[config.mk]
export PLATFORM = sky130hd
export DESIGN_NAME = fbsc_unit
export DESIGN_NICKNAME = d
export VERILOG_FILES = /design/src/fbsc_pkg.sv /design/src/fbsc_unit.sv
export SDC_FILE = /design/constraint.sdc
export NUM_CORES = 1
export LEC_CHECK = 0
export BUFFER_PORTS_ARGS = -buffer_cell sky130_fd_sc_hd__buf_4
export CAP_MARGIN = 20
export CORE_MARGIN = 2
export CORE_UTILIZATION = 40
export CTS_CLUSTER_DIAMETER = 60
export DETAILED_ROUTE_END_ITERATION = 16
export GPL_TIMING_DRIVEN = 1
export SLEW_MARGIN = 20
export SYNTH_ARGS = -nofsm -noshare
export SYNTH_HDL_FRONTEND = slang
export SYNTH_SLANG_ARGS = --single-unit
[constraint.sdc]
create_clock -name mclk -period 9.7 [get_ports mclk]
set_input_delay 0 -clock mclk [delete_from_list [all_inputs] [get_ports mclk]]
set_output_delay 0 -clock mclk [all_outputs]
set_load 0.02 [all_outputs]
[src/fbsc_pkg.sv]
// Purpose: Shared constants and types for the flag branch and stone conversion unit.
// Assumes: One processor clock; operands arrive already fetched by the instruction stream.
// Notes:   Cycle counts include the cycle in which the instruction is accepted.
package fbsc_pkg;

    typedef enum logic [2:0] {
        OP_OVF_REL = 3'h0,
        OP_OVF_ABS = 3'h1,
        OP_POS_REL = 3'h2,
        OP_POS_ABS = 3'h3,
        OP_STONE   = 3'h4
    } fbsc_op_t;

    typedef enum logic [4:0] {
        ST_IDLE  = 5'h01,
        ST_WAIT  = 5'h02,
        ST_DIVLB = 5'h04,
        ST_DIVST = 5'h08,
        ST_HOLD  = 5'h10
    } fbsc_state_t;

    localparam logic [1:0] REL_BYTES   = 2'h2;
    localparam logic [1:0] ABS_BYTES   = 2'h3;
    localparam logic [1:0] STONE_BYTES = 2'h3;

    localparam logic [7:0] REL_CYCLES   = 8'h03;
    localparam logic [7:0] ABS_CYCLES   = 8'h04;
    localparam logic [7:0] STONE_CYCLES = 8'hb9;

    // Datapath width of the shared serial divider.
    localparam int         DIV_W        = 40;
    localparam logic [5:0] DIV_STEPS    = 6'h28;
    // Weight scaling: tenths of a pound = weight * 10000 / 4535924 (units of 100 mg).
    localparam logic [39:0] MASS_SCALE  = 40'h0000002710;
    localparam logic [39:0] LB_DIVISOR  = 40'h0000453674;
    // Tenths of a pound in one stone, and the weight of the stone digit positions.
    localparam logic [39:0] ST_DIVISOR  = 40'h000000008c;
    localparam logic [39:0] ST_WEIGHT   = 40'h00000003e8;

endpackage

[src/fbsc_unit.sv]
// Purpose: Executes overflow branch, non-negative branch and mass to stone conversion.
// Assumes: Flags and accumulator x are stable in the cycle the instruction is started.
// Notes:   Stone result is stones * 1000 + tenths of pounds, a plain binary number.
`timescale 1ns/1ps

// Behaviour
// - Overflow branch loads target address only when preceding overflow flag is set.
// - Non-negative branch loads target address only when sign flag is clear.
// - Branches are 2 bytes relative, 3 bytes absolute; fetch length follows.
// - Branches take 3 cycles relative and 4 cycles absolute.
// - Target comes from label operand as relative offset or absolute address.
// - Stone conversion replaces x, weight in 100mg units, 3 bytes, 185 cycles.
// - Result has up to three stone digit positions above the pounds positions for 24-bit x.
// - Result is a plain number the display formatting instruction takes directly.
module fbsc_unit #(
    parameter int PCW = 16,
    parameter int XW  = 24
) (
    input  wire logic                  mclk,
    input  wire logic                  rst_n,
    input  wire logic                  start,
    input  fbsc_pkg::fbsc_op_t         opcode,
    input  wire logic [PCW-1:0]        pcIn,
    input  wire logic [7:0]            relOffset,
    input  wire logic [PCW-1:0]        absAddr,
    input  wire logic                  overflowFlag,
    input  wire logic                  signFlag,
    input  wire logic [XW-1:0]         xIn,
    output logic                       busy_q,
    output logic                       done_q,
    output logic [1:0]                 fetchLen_q,
    output logic                       branchTaken_q,
    output logic [PCW-1:0]             pc_q,
    output logic                       xLoad_q,
    output logic [XW-1:0]              xOut_q
);

    // The 40-bit divider holds x * 10000 only while x stays within 26 bits.
    if (PCW < 8 || PCW > 32 || XW < 16 || XW > 26) begin : gBadParams
        $error("fbsc_unit: unsupported PCW or XW");
    end

    fbsc_pkg::fbsc_state_t state_q;
    logic [7:0]            cnt_q;
    logic [7:0]            total_q;
    logic [PCW-1:0]        target_q;
    logic [PCW-1:0]        seqPc_q;
    logic                  cond_q;
    logic                  isStone_q;
    logic [fbsc_pkg::DIV_W-1:0] rem_q;
    logic [fbsc_pkg::DIV_W-1:0] quo_q;
    logic [fbsc_pkg::DIV_W-1:0] dvs_q;
    logic [5:0]            step_q;
    logic [fbsc_pkg::DIV_W-1:0] stones_q;

    logic                  accept;
    logic                  isAbs;
    logic [1:0]            lenNow;
    logic [PCW-1:0]        seqPc;
    logic [PCW-1:0]        relTarget;
    logic                  condNow;
    logic                  finish;
    logic [fbsc_pkg::DIV_W-1:0] remShift;
    logic                  remGe;
    logic [fbsc_pkg::DIV_W-1:0] stoneResult;

    assign accept  = start && !busy_q;
    assign isAbs   = (opcode == fbsc_pkg::OP_OVF_ABS) || (opcode == fbsc_pkg::OP_POS_ABS);
    // Fetch length of the accepted instruction.
    assign lenNow  = (opcode == fbsc_pkg::OP_STONE) ? fbsc_pkg::STONE_BYTES :
                     isAbs ? fbsc_pkg::ABS_BYTES : fbsc_pkg::REL_BYTES;
    assign seqPc   = pcIn + PCW'(lenNow);
    // Relative offsets count from the instruction that follows the branch.
    assign relTarget = seqPc + PCW'(signed'(relOffset));
    always_comb begin
        condNow = 1'b0;
        case (opcode)
            fbsc_pkg::OP_OVF_REL, fbsc_pkg::OP_OVF_ABS: condNow = overflowFlag;
            fbsc_pkg::OP_POS_REL, fbsc_pkg::OP_POS_ABS: condNow = !signFlag;
            default: condNow = 1'b0;
        endcase
    end
    assign finish  = busy_q && (cnt_q == total_q);

    // One restoring divider step: shift in the next dividend bit, subtract when it fits.
    assign remShift = {rem_q[fbsc_pkg::DIV_W-2:0], quo_q[fbsc_pkg::DIV_W-1]};
    assign remGe    = remShift >= dvs_q;
    assign stoneResult = stones_q * fbsc_pkg::ST_WEIGHT + rem_q;

    // Instruction capture on acceptance.
    always_ff @(posedge mclk) begin
        if (!rst_n) begin
            total_q    <= 8'h00;
            target_q   <= '0;
            seqPc_q    <= '0;
            cond_q     <= 1'b0;
            isStone_q  <= 1'b0;
            fetchLen_q <= 2'h0;
        end else if (accept) begin
            total_q    <= (opcode == fbsc_pkg::OP_STONE) ? fbsc_pkg::STONE_CYCLES :
                          isAbs ? fbsc_pkg::ABS_CYCLES : fbsc_pkg::REL_CYCLES;
            target_q   <= isAbs ? absAddr : relTarget;
            seqPc_q    <= seqPc;
            cond_q     <= condNow;
            isStone_q  <= (opcode == fbsc_pkg::OP_STONE);
            fetchLen_q <= lenNow;
        end
    end

    // Cycle counter; the accept cycle counts as the first cycle.
    always_ff @(posedge mclk) begin
        if (!rst_n) begin
            busy_q <= 1'b0;
            cnt_q  <= 8'h00;
        end else if (accept) begin
            busy_q <= 1'b1;
            cnt_q  <= 8'h01;
        end else if (finish) begin
            busy_q <= 1'b0;
            cnt_q  <= 8'h00;
        end else if (busy_q) begin
            cnt_q  <= cnt_q + 8'h01;
        end
    end

    // Sequencer: two divisions, then hold until the fixed cycle count has elapsed.
    // The fixed count hides the data-dependent work so software timing stays exact.
    always_ff @(posedge mclk) begin
        if (!rst_n) begin
            state_q  <= fbsc_pkg::ST_IDLE;
            rem_q    <= '0;
            quo_q    <= '0;
            dvs_q    <= '0;
            step_q   <= 6'h00;
            stones_q <= '0;
        end else begin
            case (state_q)
                fbsc_pkg::ST_IDLE: begin
                    if (accept && opcode == fbsc_pkg::OP_STONE) begin
                        rem_q   <= '0;
                        quo_q   <= fbsc_pkg::DIV_W'(xIn) * fbsc_pkg::MASS_SCALE;
                        dvs_q   <= fbsc_pkg::LB_DIVISOR;
                        step_q  <= 6'h00;
                        state_q <= fbsc_pkg::ST_DIVLB;
                    end else if (accept) begin
                        state_q <= fbsc_pkg::ST_WAIT;
                    end
                end
                fbsc_pkg::ST_WAIT: begin
                    if (finish) begin
                        state_q <= fbsc_pkg::ST_IDLE;
                    end
                end
                fbsc_pkg::ST_DIVLB, fbsc_pkg::ST_DIVST: begin
                    rem_q  <= remGe ? remShift - dvs_q : remShift;
                    quo_q  <= {quo_q[fbsc_pkg::DIV_W-2:0], remGe};
                    step_q <= step_q + 6'h01;
                    if (step_q == fbsc_pkg::DIV_STEPS - 6'h01) begin
                        if (state_q == fbsc_pkg::ST_DIVLB) begin
                            // Tenths of pounds become the next dividend.
                            rem_q   <= '0;
                            quo_q   <= {quo_q[fbsc_pkg::DIV_W-2:0], remGe};
                            dvs_q   <= fbsc_pkg::ST_DIVISOR;
                            step_q  <= 6'h00;
                            state_q <= fbsc_pkg::ST_DIVST;
                        end else begin
                            stones_q <= {quo_q[fbsc_pkg::DIV_W-2:0], remGe};
                            state_q  <= fbsc_pkg::ST_HOLD;
                        end
                    end
                end
                fbsc_pkg::ST_HOLD: begin
                    if (finish) begin
                        state_q <= fbsc_pkg::ST_IDLE;
                    end
                end
                default: state_q <= fbsc_pkg::ST_IDLE;
            endcase
        end
    end

    // Completion outputs.
    always_ff @(posedge mclk) begin
        if (!rst_n) begin
            done_q        <= 1'b0;
            branchTaken_q <= 1'b0;
            pc_q          <= '0;
            xLoad_q       <= 1'b0;
            xOut_q        <= '0;
        end else begin
            done_q  <= finish;
            xLoad_q <= finish && isStone_q;
            if (finish) begin
                branchTaken_q <= cond_q && !isStone_q;
                pc_q          <= (cond_q && !isStone_q) ? target_q : seqPc_q;
                if (isStone_q) begin
                    xOut_q <= XW'(stoneResult);
                end
            end
        end
    end

    AST_OVF_TAKEN: assert property (@(posedge mclk) disable iff (!rst_n)
        accept && opcode == fbsc_pkg::OP_OVF_REL && overflowFlag
        |-> ##4 (done_q && branchTaken_q && pc_q == $past(relTarget, 4)))
        else $error("overflow branch not taken to target");

    AST_POS_TAKEN: assert property (@(posedge mclk) disable iff (!rst_n)
        accept && opcode == fbsc_pkg::OP_POS_REL
        |-> ##4 (done_q && branchTaken_q == !$past(signFlag, 4)))
        else $error("non-negative branch decision wrong");

    AST_FETCH_LEN: assert property (@(posedge mclk) disable iff (!rst_n)
        accept |=> (fetchLen_q == ($past(isAbs) ? 2'h3 : ($past(opcode) == fbsc_pkg::OP_STONE
                    ? 2'h3 : 2'h2))))
        else $error("fetch length wrong");

    AST_ABS_CYCLES: assert property (@(posedge mclk) disable iff (!rst_n)
        accept && isAbs |=> (!done_q)[*4] ##1 done_q)
        else $error("absolute branch cycle count wrong");

    AST_ABS_TARGET: assert property (@(posedge mclk) disable iff (!rst_n)
        accept && opcode == fbsc_pkg::OP_POS_ABS && !signFlag
        |-> ##5 (done_q && pc_q == $past(absAddr, 5)))
        else $error("absolute target wrong");

    AST_STONE_TIME: assert property (@(posedge mclk) disable iff (!rst_n)
        accept && opcode == fbsc_pkg::OP_STONE |-> ##186 (done_q && xLoad_q))
        else $error("stone conversion not done in 185 cycles");

    AST_STONE_FIELDS: assert property (@(posedge mclk) disable iff (!rst_n)
        xLoad_q |-> (xOut_q % 1000) < 140)
        else $error("pounds field out of range");

    AST_STONE_ZERO: assert property (@(posedge mclk) disable iff (!rst_n)
        accept && opcode == fbsc_pkg::OP_STONE && xIn == '0 |-> ##186 (xLoad_q && xOut_q == '0))
        else $error("zero weight not converted to zero");

    AST_NOT_TAKEN: assert property (@(posedge mclk) disable iff (!rst_n)
        accept && opcode == fbsc_pkg::OP_OVF_REL && !overflowFlag
        |-> ##4 (done_q && !branchTaken_q && pc_q == $past(pcIn, 4) + PCW'(2)))
        else $error("not taken branch pc wrong");

endmodule // fbsc_unit

* Yosys cells after proc, flatten, opt, wreduce, memory -nomap -nowiden
Index checks and enable logic that the tools add are counted.
** Storage, ports and cells
- Word-level logic and storage cells :: 103
- Register bits :: 266
- Output and inout port bits :: 46
** Operators by class
- Add/sub/neg operators :: 6
- Equal/unequal tests :: 16
- Muxes and demuxes :: 33
- Multipliers :: 2
- Bitwise logic cells :: 2
- Order comparisons :: 1
- Reduce and logical (&&, ||, !) cells :: 23
** Operators by type and width (count)
- 40-bit two-way mux :: 4
- 40-bit case mux with 2 select lines :: 2
- 39-bit two-way mux :: 4
- 39-bit case mux with 2 select lines :: 1
- 40-bit greater-or-equal comparator :: 1
- 40-bit by 7-bit multiplier with 21-bit output (second input constant) :: 1
- 39-bit subtractor :: 1
- 24-bit by 10-bit multiplier with 34-bit output (second input constant) :: 1
- 16-bit two-way mux :: 2
- 5-bit two-way mux :: 5
- 24-bit adder :: 1
- 6-bit two-way mux :: 3
- 16-bit adder :: 1
- 16-bit by 2-bit adder with 16-bit output :: 1
- 5-bit case mux with 3 select lines :: 1
- 6-bit case mux with 2 select lines :: 1
- 8-bit by 1-bit adder with 8-bit output (second input constant) :: 1
- 8-bit == test :: 1
- 8-bit two-way mux :: 1
- 2-bit OR reduction :: 4
- 1-bit two-way mux :: 7
- 6-bit by 1-bit adder with 6-bit output (second input constant) :: 1
- 3-bit by 2-bit == test with 1-bit output (second input constant) :: 2
- 6-bit == test (second input constant) :: 1
- other kinds (23) :: 35

* Longest topological paths before layout
- Depth after elaboration :: 7
- Depth in mapped cells :: 25

* Worst setup path after synthesis
OpenSTA, ideal clock, no wires.
- Path type :: register to register
- Start :: register stones_q[1] (netlist name)
- End :: register xOut_q[23]
- Required time :: 9.578 ns
- Setup time :: 0.122 ns
- Data arrival time :: 5.321 ns
- Stages on the path, launching flop included :: 24
- Path buffers :: 0
- Slack :: 4.257 ns
- Period minus slack after synthesis :: 5.443 ns
- Path through :: dfxtp_1 inv_1 fa_1 fa_1 fa_1 fa_1 inv_1 ha_1 a21boi_0 o21ai_0 a21boi_0 o2111ai_1 nand2_1 nor2_1 xnor2_1 ha_1 nor3_1 nand2_1 o211ai_1 o211ai_1 a31oi_1 xnor3_1 nand2_1 a21boi_0
** On the way
- Word-level cells in the longest chain between the ends :: 2
** RTL lines
- from (decl) :: line fbsc_unit.sv:54 : logic [fbsc_pkg::DIV_W-1:0] stones_q;
- from (signal assigned) :: line fbsc_unit.sv:167 : stones_q <= {quo_q[fbsc_pkg::DIV_W-2:0], remGe};
- 40-bit by 7-bit multiplier with 21-bit output :: line fbsc_unit.sv:88 : assign stoneResult = stones_q * fbsc_pkg::ST_WEIGHT + rem_q;
- 24-bit adder :: line fbsc_unit.sv:88
- to (signal assigned) :: line fbsc_unit.sv:197 : xOut_q <= XW'(stoneResult);
- to (decl) :: line fbsc_unit.sv:35 : output logic [XW-1:0] xOut_q
No other way between the ends.
A chain may end at the register's enable or synchronous reset.

* Worst setup path in the final report
Same ends and word-level chain as after synthesis.

==> flow_summary.ini <==
[run_status]
status = finished, final reports clean

[logic_synthesis]
post-synth-top-area-fraction_pct = 23.2
syn_nets = 2489
syn-cell-area_um2 = 17700
yosysWarnings = 0
synthArstFlopShare_pct = 0
synth.avg_cell_area_um2 = 8.39
ys_seq_area_share_pct = 23.2
synthTopCellsByArea = dfxtp_1 (23%), fa_1 (14%), ha_1 (13%)
ys_ff_latch = 205
syn_inst = 2108
dominantRegCellSynth = dfxtp_1
synth_edf_count = 0
synth.distinct_cells = 68
yosysTopAreaCell = dfxtp_1

[power]
combPwrFrac_pct = 43.5
intPower_uw = 2050
power_uw = 3250
power.switching_uw = 1200
netSwitchingFraction_pct = 36.9
ir_drop_mv = 0.123
power_density_nw_per_um2 = 159
clkPwrFrac_pct = 28.9
leakagePower_uw = 0.0100
pwr-share-seq_pct = 27.6

[critical_path]
crit_type = flop to flop
timing.rr.start = stones_q[1]
rrSetupSlack_ns = 3.68
setup.worst_path.start_class = flop
required_ns = 10.12
cp-endpoint = xOut_q[23]
cp_max_fo = 6
critPathLaunch = stones_q[1]
reg2reg_to = xOut_q[23]
critPathCaptureType = flop
ff2ff_path_depth = 23
worstPathArrival_ns = 6.44

[finish]
final_common_cell = inv_1
layout_common_cells = inv_1 (310), nand2_1 (256), dfxtp_1 (205)
drive_gt1_share_pct = 8.53
final_area_um2 = 20400
synthToLayoutAreaGrowth_pct = 15.4
diodes = 0
nets = 2613

[timing]
finalSetupTns_ns = 0
tightest_slew_ns = 0.929
setup_viol = 0
drv_slew = 0
rsz0062_at_grt = false
min_period_ns = 6.02
worst_clock_skew_ns = 0.0104
maxSlewHeadroom_pct = 37.9
min_period_over_period_pct = 62.1
hold_violations = 0
whs_ns = 0.0139
fmax_mhz = 166

[drt]
initialDrtViolationCount = 702
dr.pass1.iters = 5
drc = 0
wire_per_inst_um = 14.3
num_vias = 14297
via_per_inst = 5.03
totalWireLength_um = 40700
ant_nets = 0

[floorplanning]
die-area_um2 = 45900
die_h_um = 214
die_w_um = 214
coreArea_um2 = 43900
start_util_pct = 40.3
rows = 77
io_pins = 118

[hold_path]
hp-class = input pin to flop
holdPathStages = 5

[clock_network]
clk_pin_slew_ns = 0.06
cts-root-buf = clkbuf_16
hold_buffers = 43
tritoncts = yes
cts_buffers = 26
clk_latency_ns = 0.55
cts.path.max_buffers = 3
cts_resized = 0
h-tree-depth = 1
cts.sinks = 205
cts_setup_buffers = 0

[grt]
grt_max_degree = 97
track_usage_pct = 17.7
grt_pass1_vias = 13837
antenna_found_initial = 0
overflow = 0
grt_first_pass_wirelength_um = 69100

[placed_design]
gp_congestion = 0.859
hpwl_um = 31300
place_area_um2 = 19100
io_buffers = 117

[run]
maxCapViolCount = 0
-- worst min-delay path by stage --
stage	from	endpoint	slack (ns)
floorplan	start	cnt_q[0]	0.14
CTS	pcIn[1]	seqPc_q[1]	0.002
finish	pcIn[1]	seqPc_q[1]	0.01
global route	pcIn[1]	seqPc_q[1]	0.05
detailed placement	start	cnt_q[0]	0.26
global placement	start	cnt_q[0]	0.25
-- registers in the layout, indices dropped and copies added, names as in the netlist, 2 cells and up --
| name | cells |
|---|---|
| state_q | 5 |
| quo_q | 40 |
| fetchLen_q | 2 |
| seqPc_q | 16 |
| rem_q | 39 |
| target_q | 16 |
| pc_q | 16 |
| total_q | 4 |
| xOut_q | 24 |
| stones_q | 21 |
| dvs_q | 3 |
| cnt_q | 8 |
| step_q | 6 |
-- cells by family (layout without fill, tap and decap cells) --
group                    Yosys count  count (layout)  share of synthesized area, %
flip-flops                       205             205                          23.2
XOR/XNOR                         125             125                          6.27
adder cells (fa/ha/maj)          309             309                          27.0
AND/OR/NAND/NOR                  579             579                          15.2
multiplexers                      37              37                          2.11
buffers and inverters            386             528                          8.25
AO/OA/AOI/OAI                    467             467                          17.9
-- cell usage after synthesis (11+ instances only) --
library cell  number
mux2i_1           35
o21a_1            16
nand2b_1          15
o21ai_0          110
o211a_1           53
a21oi_1           88
dfxtp_1          205
fa_1             121
and3_1            14
xor2_1            54
nor3_1            26
a21o_1            36
ha_1             188
nor2b_1           21
o211ai_1          31
inv_1            310
xnor2_1           70
nor3b_1           12
nand2_1          256
or3_1             11
a31oi_1           23
nand3_1           54
nor2_1           103
a21boi_0          51
clkbuf_1          61
and2_1            16
nand4_1           14
-- final cells by class --
| cell class | count | area (um^2) |
|---|---|---|
| well taps | 592 | 741 |
| flip-flops and latches | 205 | 4100 |
| repair buffers | 171 | 1390 |
| inverters | 311 | 1170 |
| multi-input cells | 1517 | 12200 |
| fillers | 4417 | 23500 |
| clock buffers | 34 | 721 |
| clock inverters | 12 | 128 |
-- power groups by stage --
stage | sequential [uW] | combinational [uW] | clock, uW
after global routing | 902 | 1620 | 1000
after floorplan | 920 | 1080 | 0
final | 898 | 1410 | 940
after detailed placement | 916 | 1400 | 0
after CTS | 898 | 1420 | 970
after global placement | 915 | 1380 | 0
-- metal layers --
| layer | part of all wire (%) | wire, um | global-route usage (%) | vias to the layer above |
|---|---|---|---|---|
| li1 | - | - | - | 7324 |
| met1 | 49 | 19800 | 24.4 | 6731 |
| met2 | 46 | 18800 | 29.7 | 194 |
| met3 | 2.7 | 1120 | 1.77 | 48 |
| met4 | 2.2 | 909 | 4.33 | 0 |
| met5 | 0 | 0 | 0 | - |
-- metrics by stage --
step,worst slack (ns),util (%),std cells
2_1_floorplan,4.26,-,2108
3_3_place_gp,3.79,43.5,2753
4_1_cts,3.62,46.4,2842
5_1_grt,3.17,46.4,2842
6_report,3.68,46.4,2842
3_5_place_dp,3.68,43.5,2753
-- worst max-delay path: stages (launching register included) --
cell       delay (ns)
dfxtp_1          0.44
inv_1            0.15
fa_1             0.59
fa_1             0.46
fa_1             0.49
fa_1             0.51
inv_1            0.04
ha_1             0.33
a21boi_0         0.25
o21ai_0          0.15
a21boi_0         0.33
o2111ai_1        0.18
nand2_1          0.11
nor2_1           0.05
xnor2_1          0.14
ha_1             0.22
nor3_1           0.25
nand2_1          0.08
o211ai_1         0.37
o211ai_1         0.16
a31oi_1          0.21
xnor3_1          0.23
nand2_1          0.07
a21boi_0         0.09
Power figures use the tool's default switching activity.
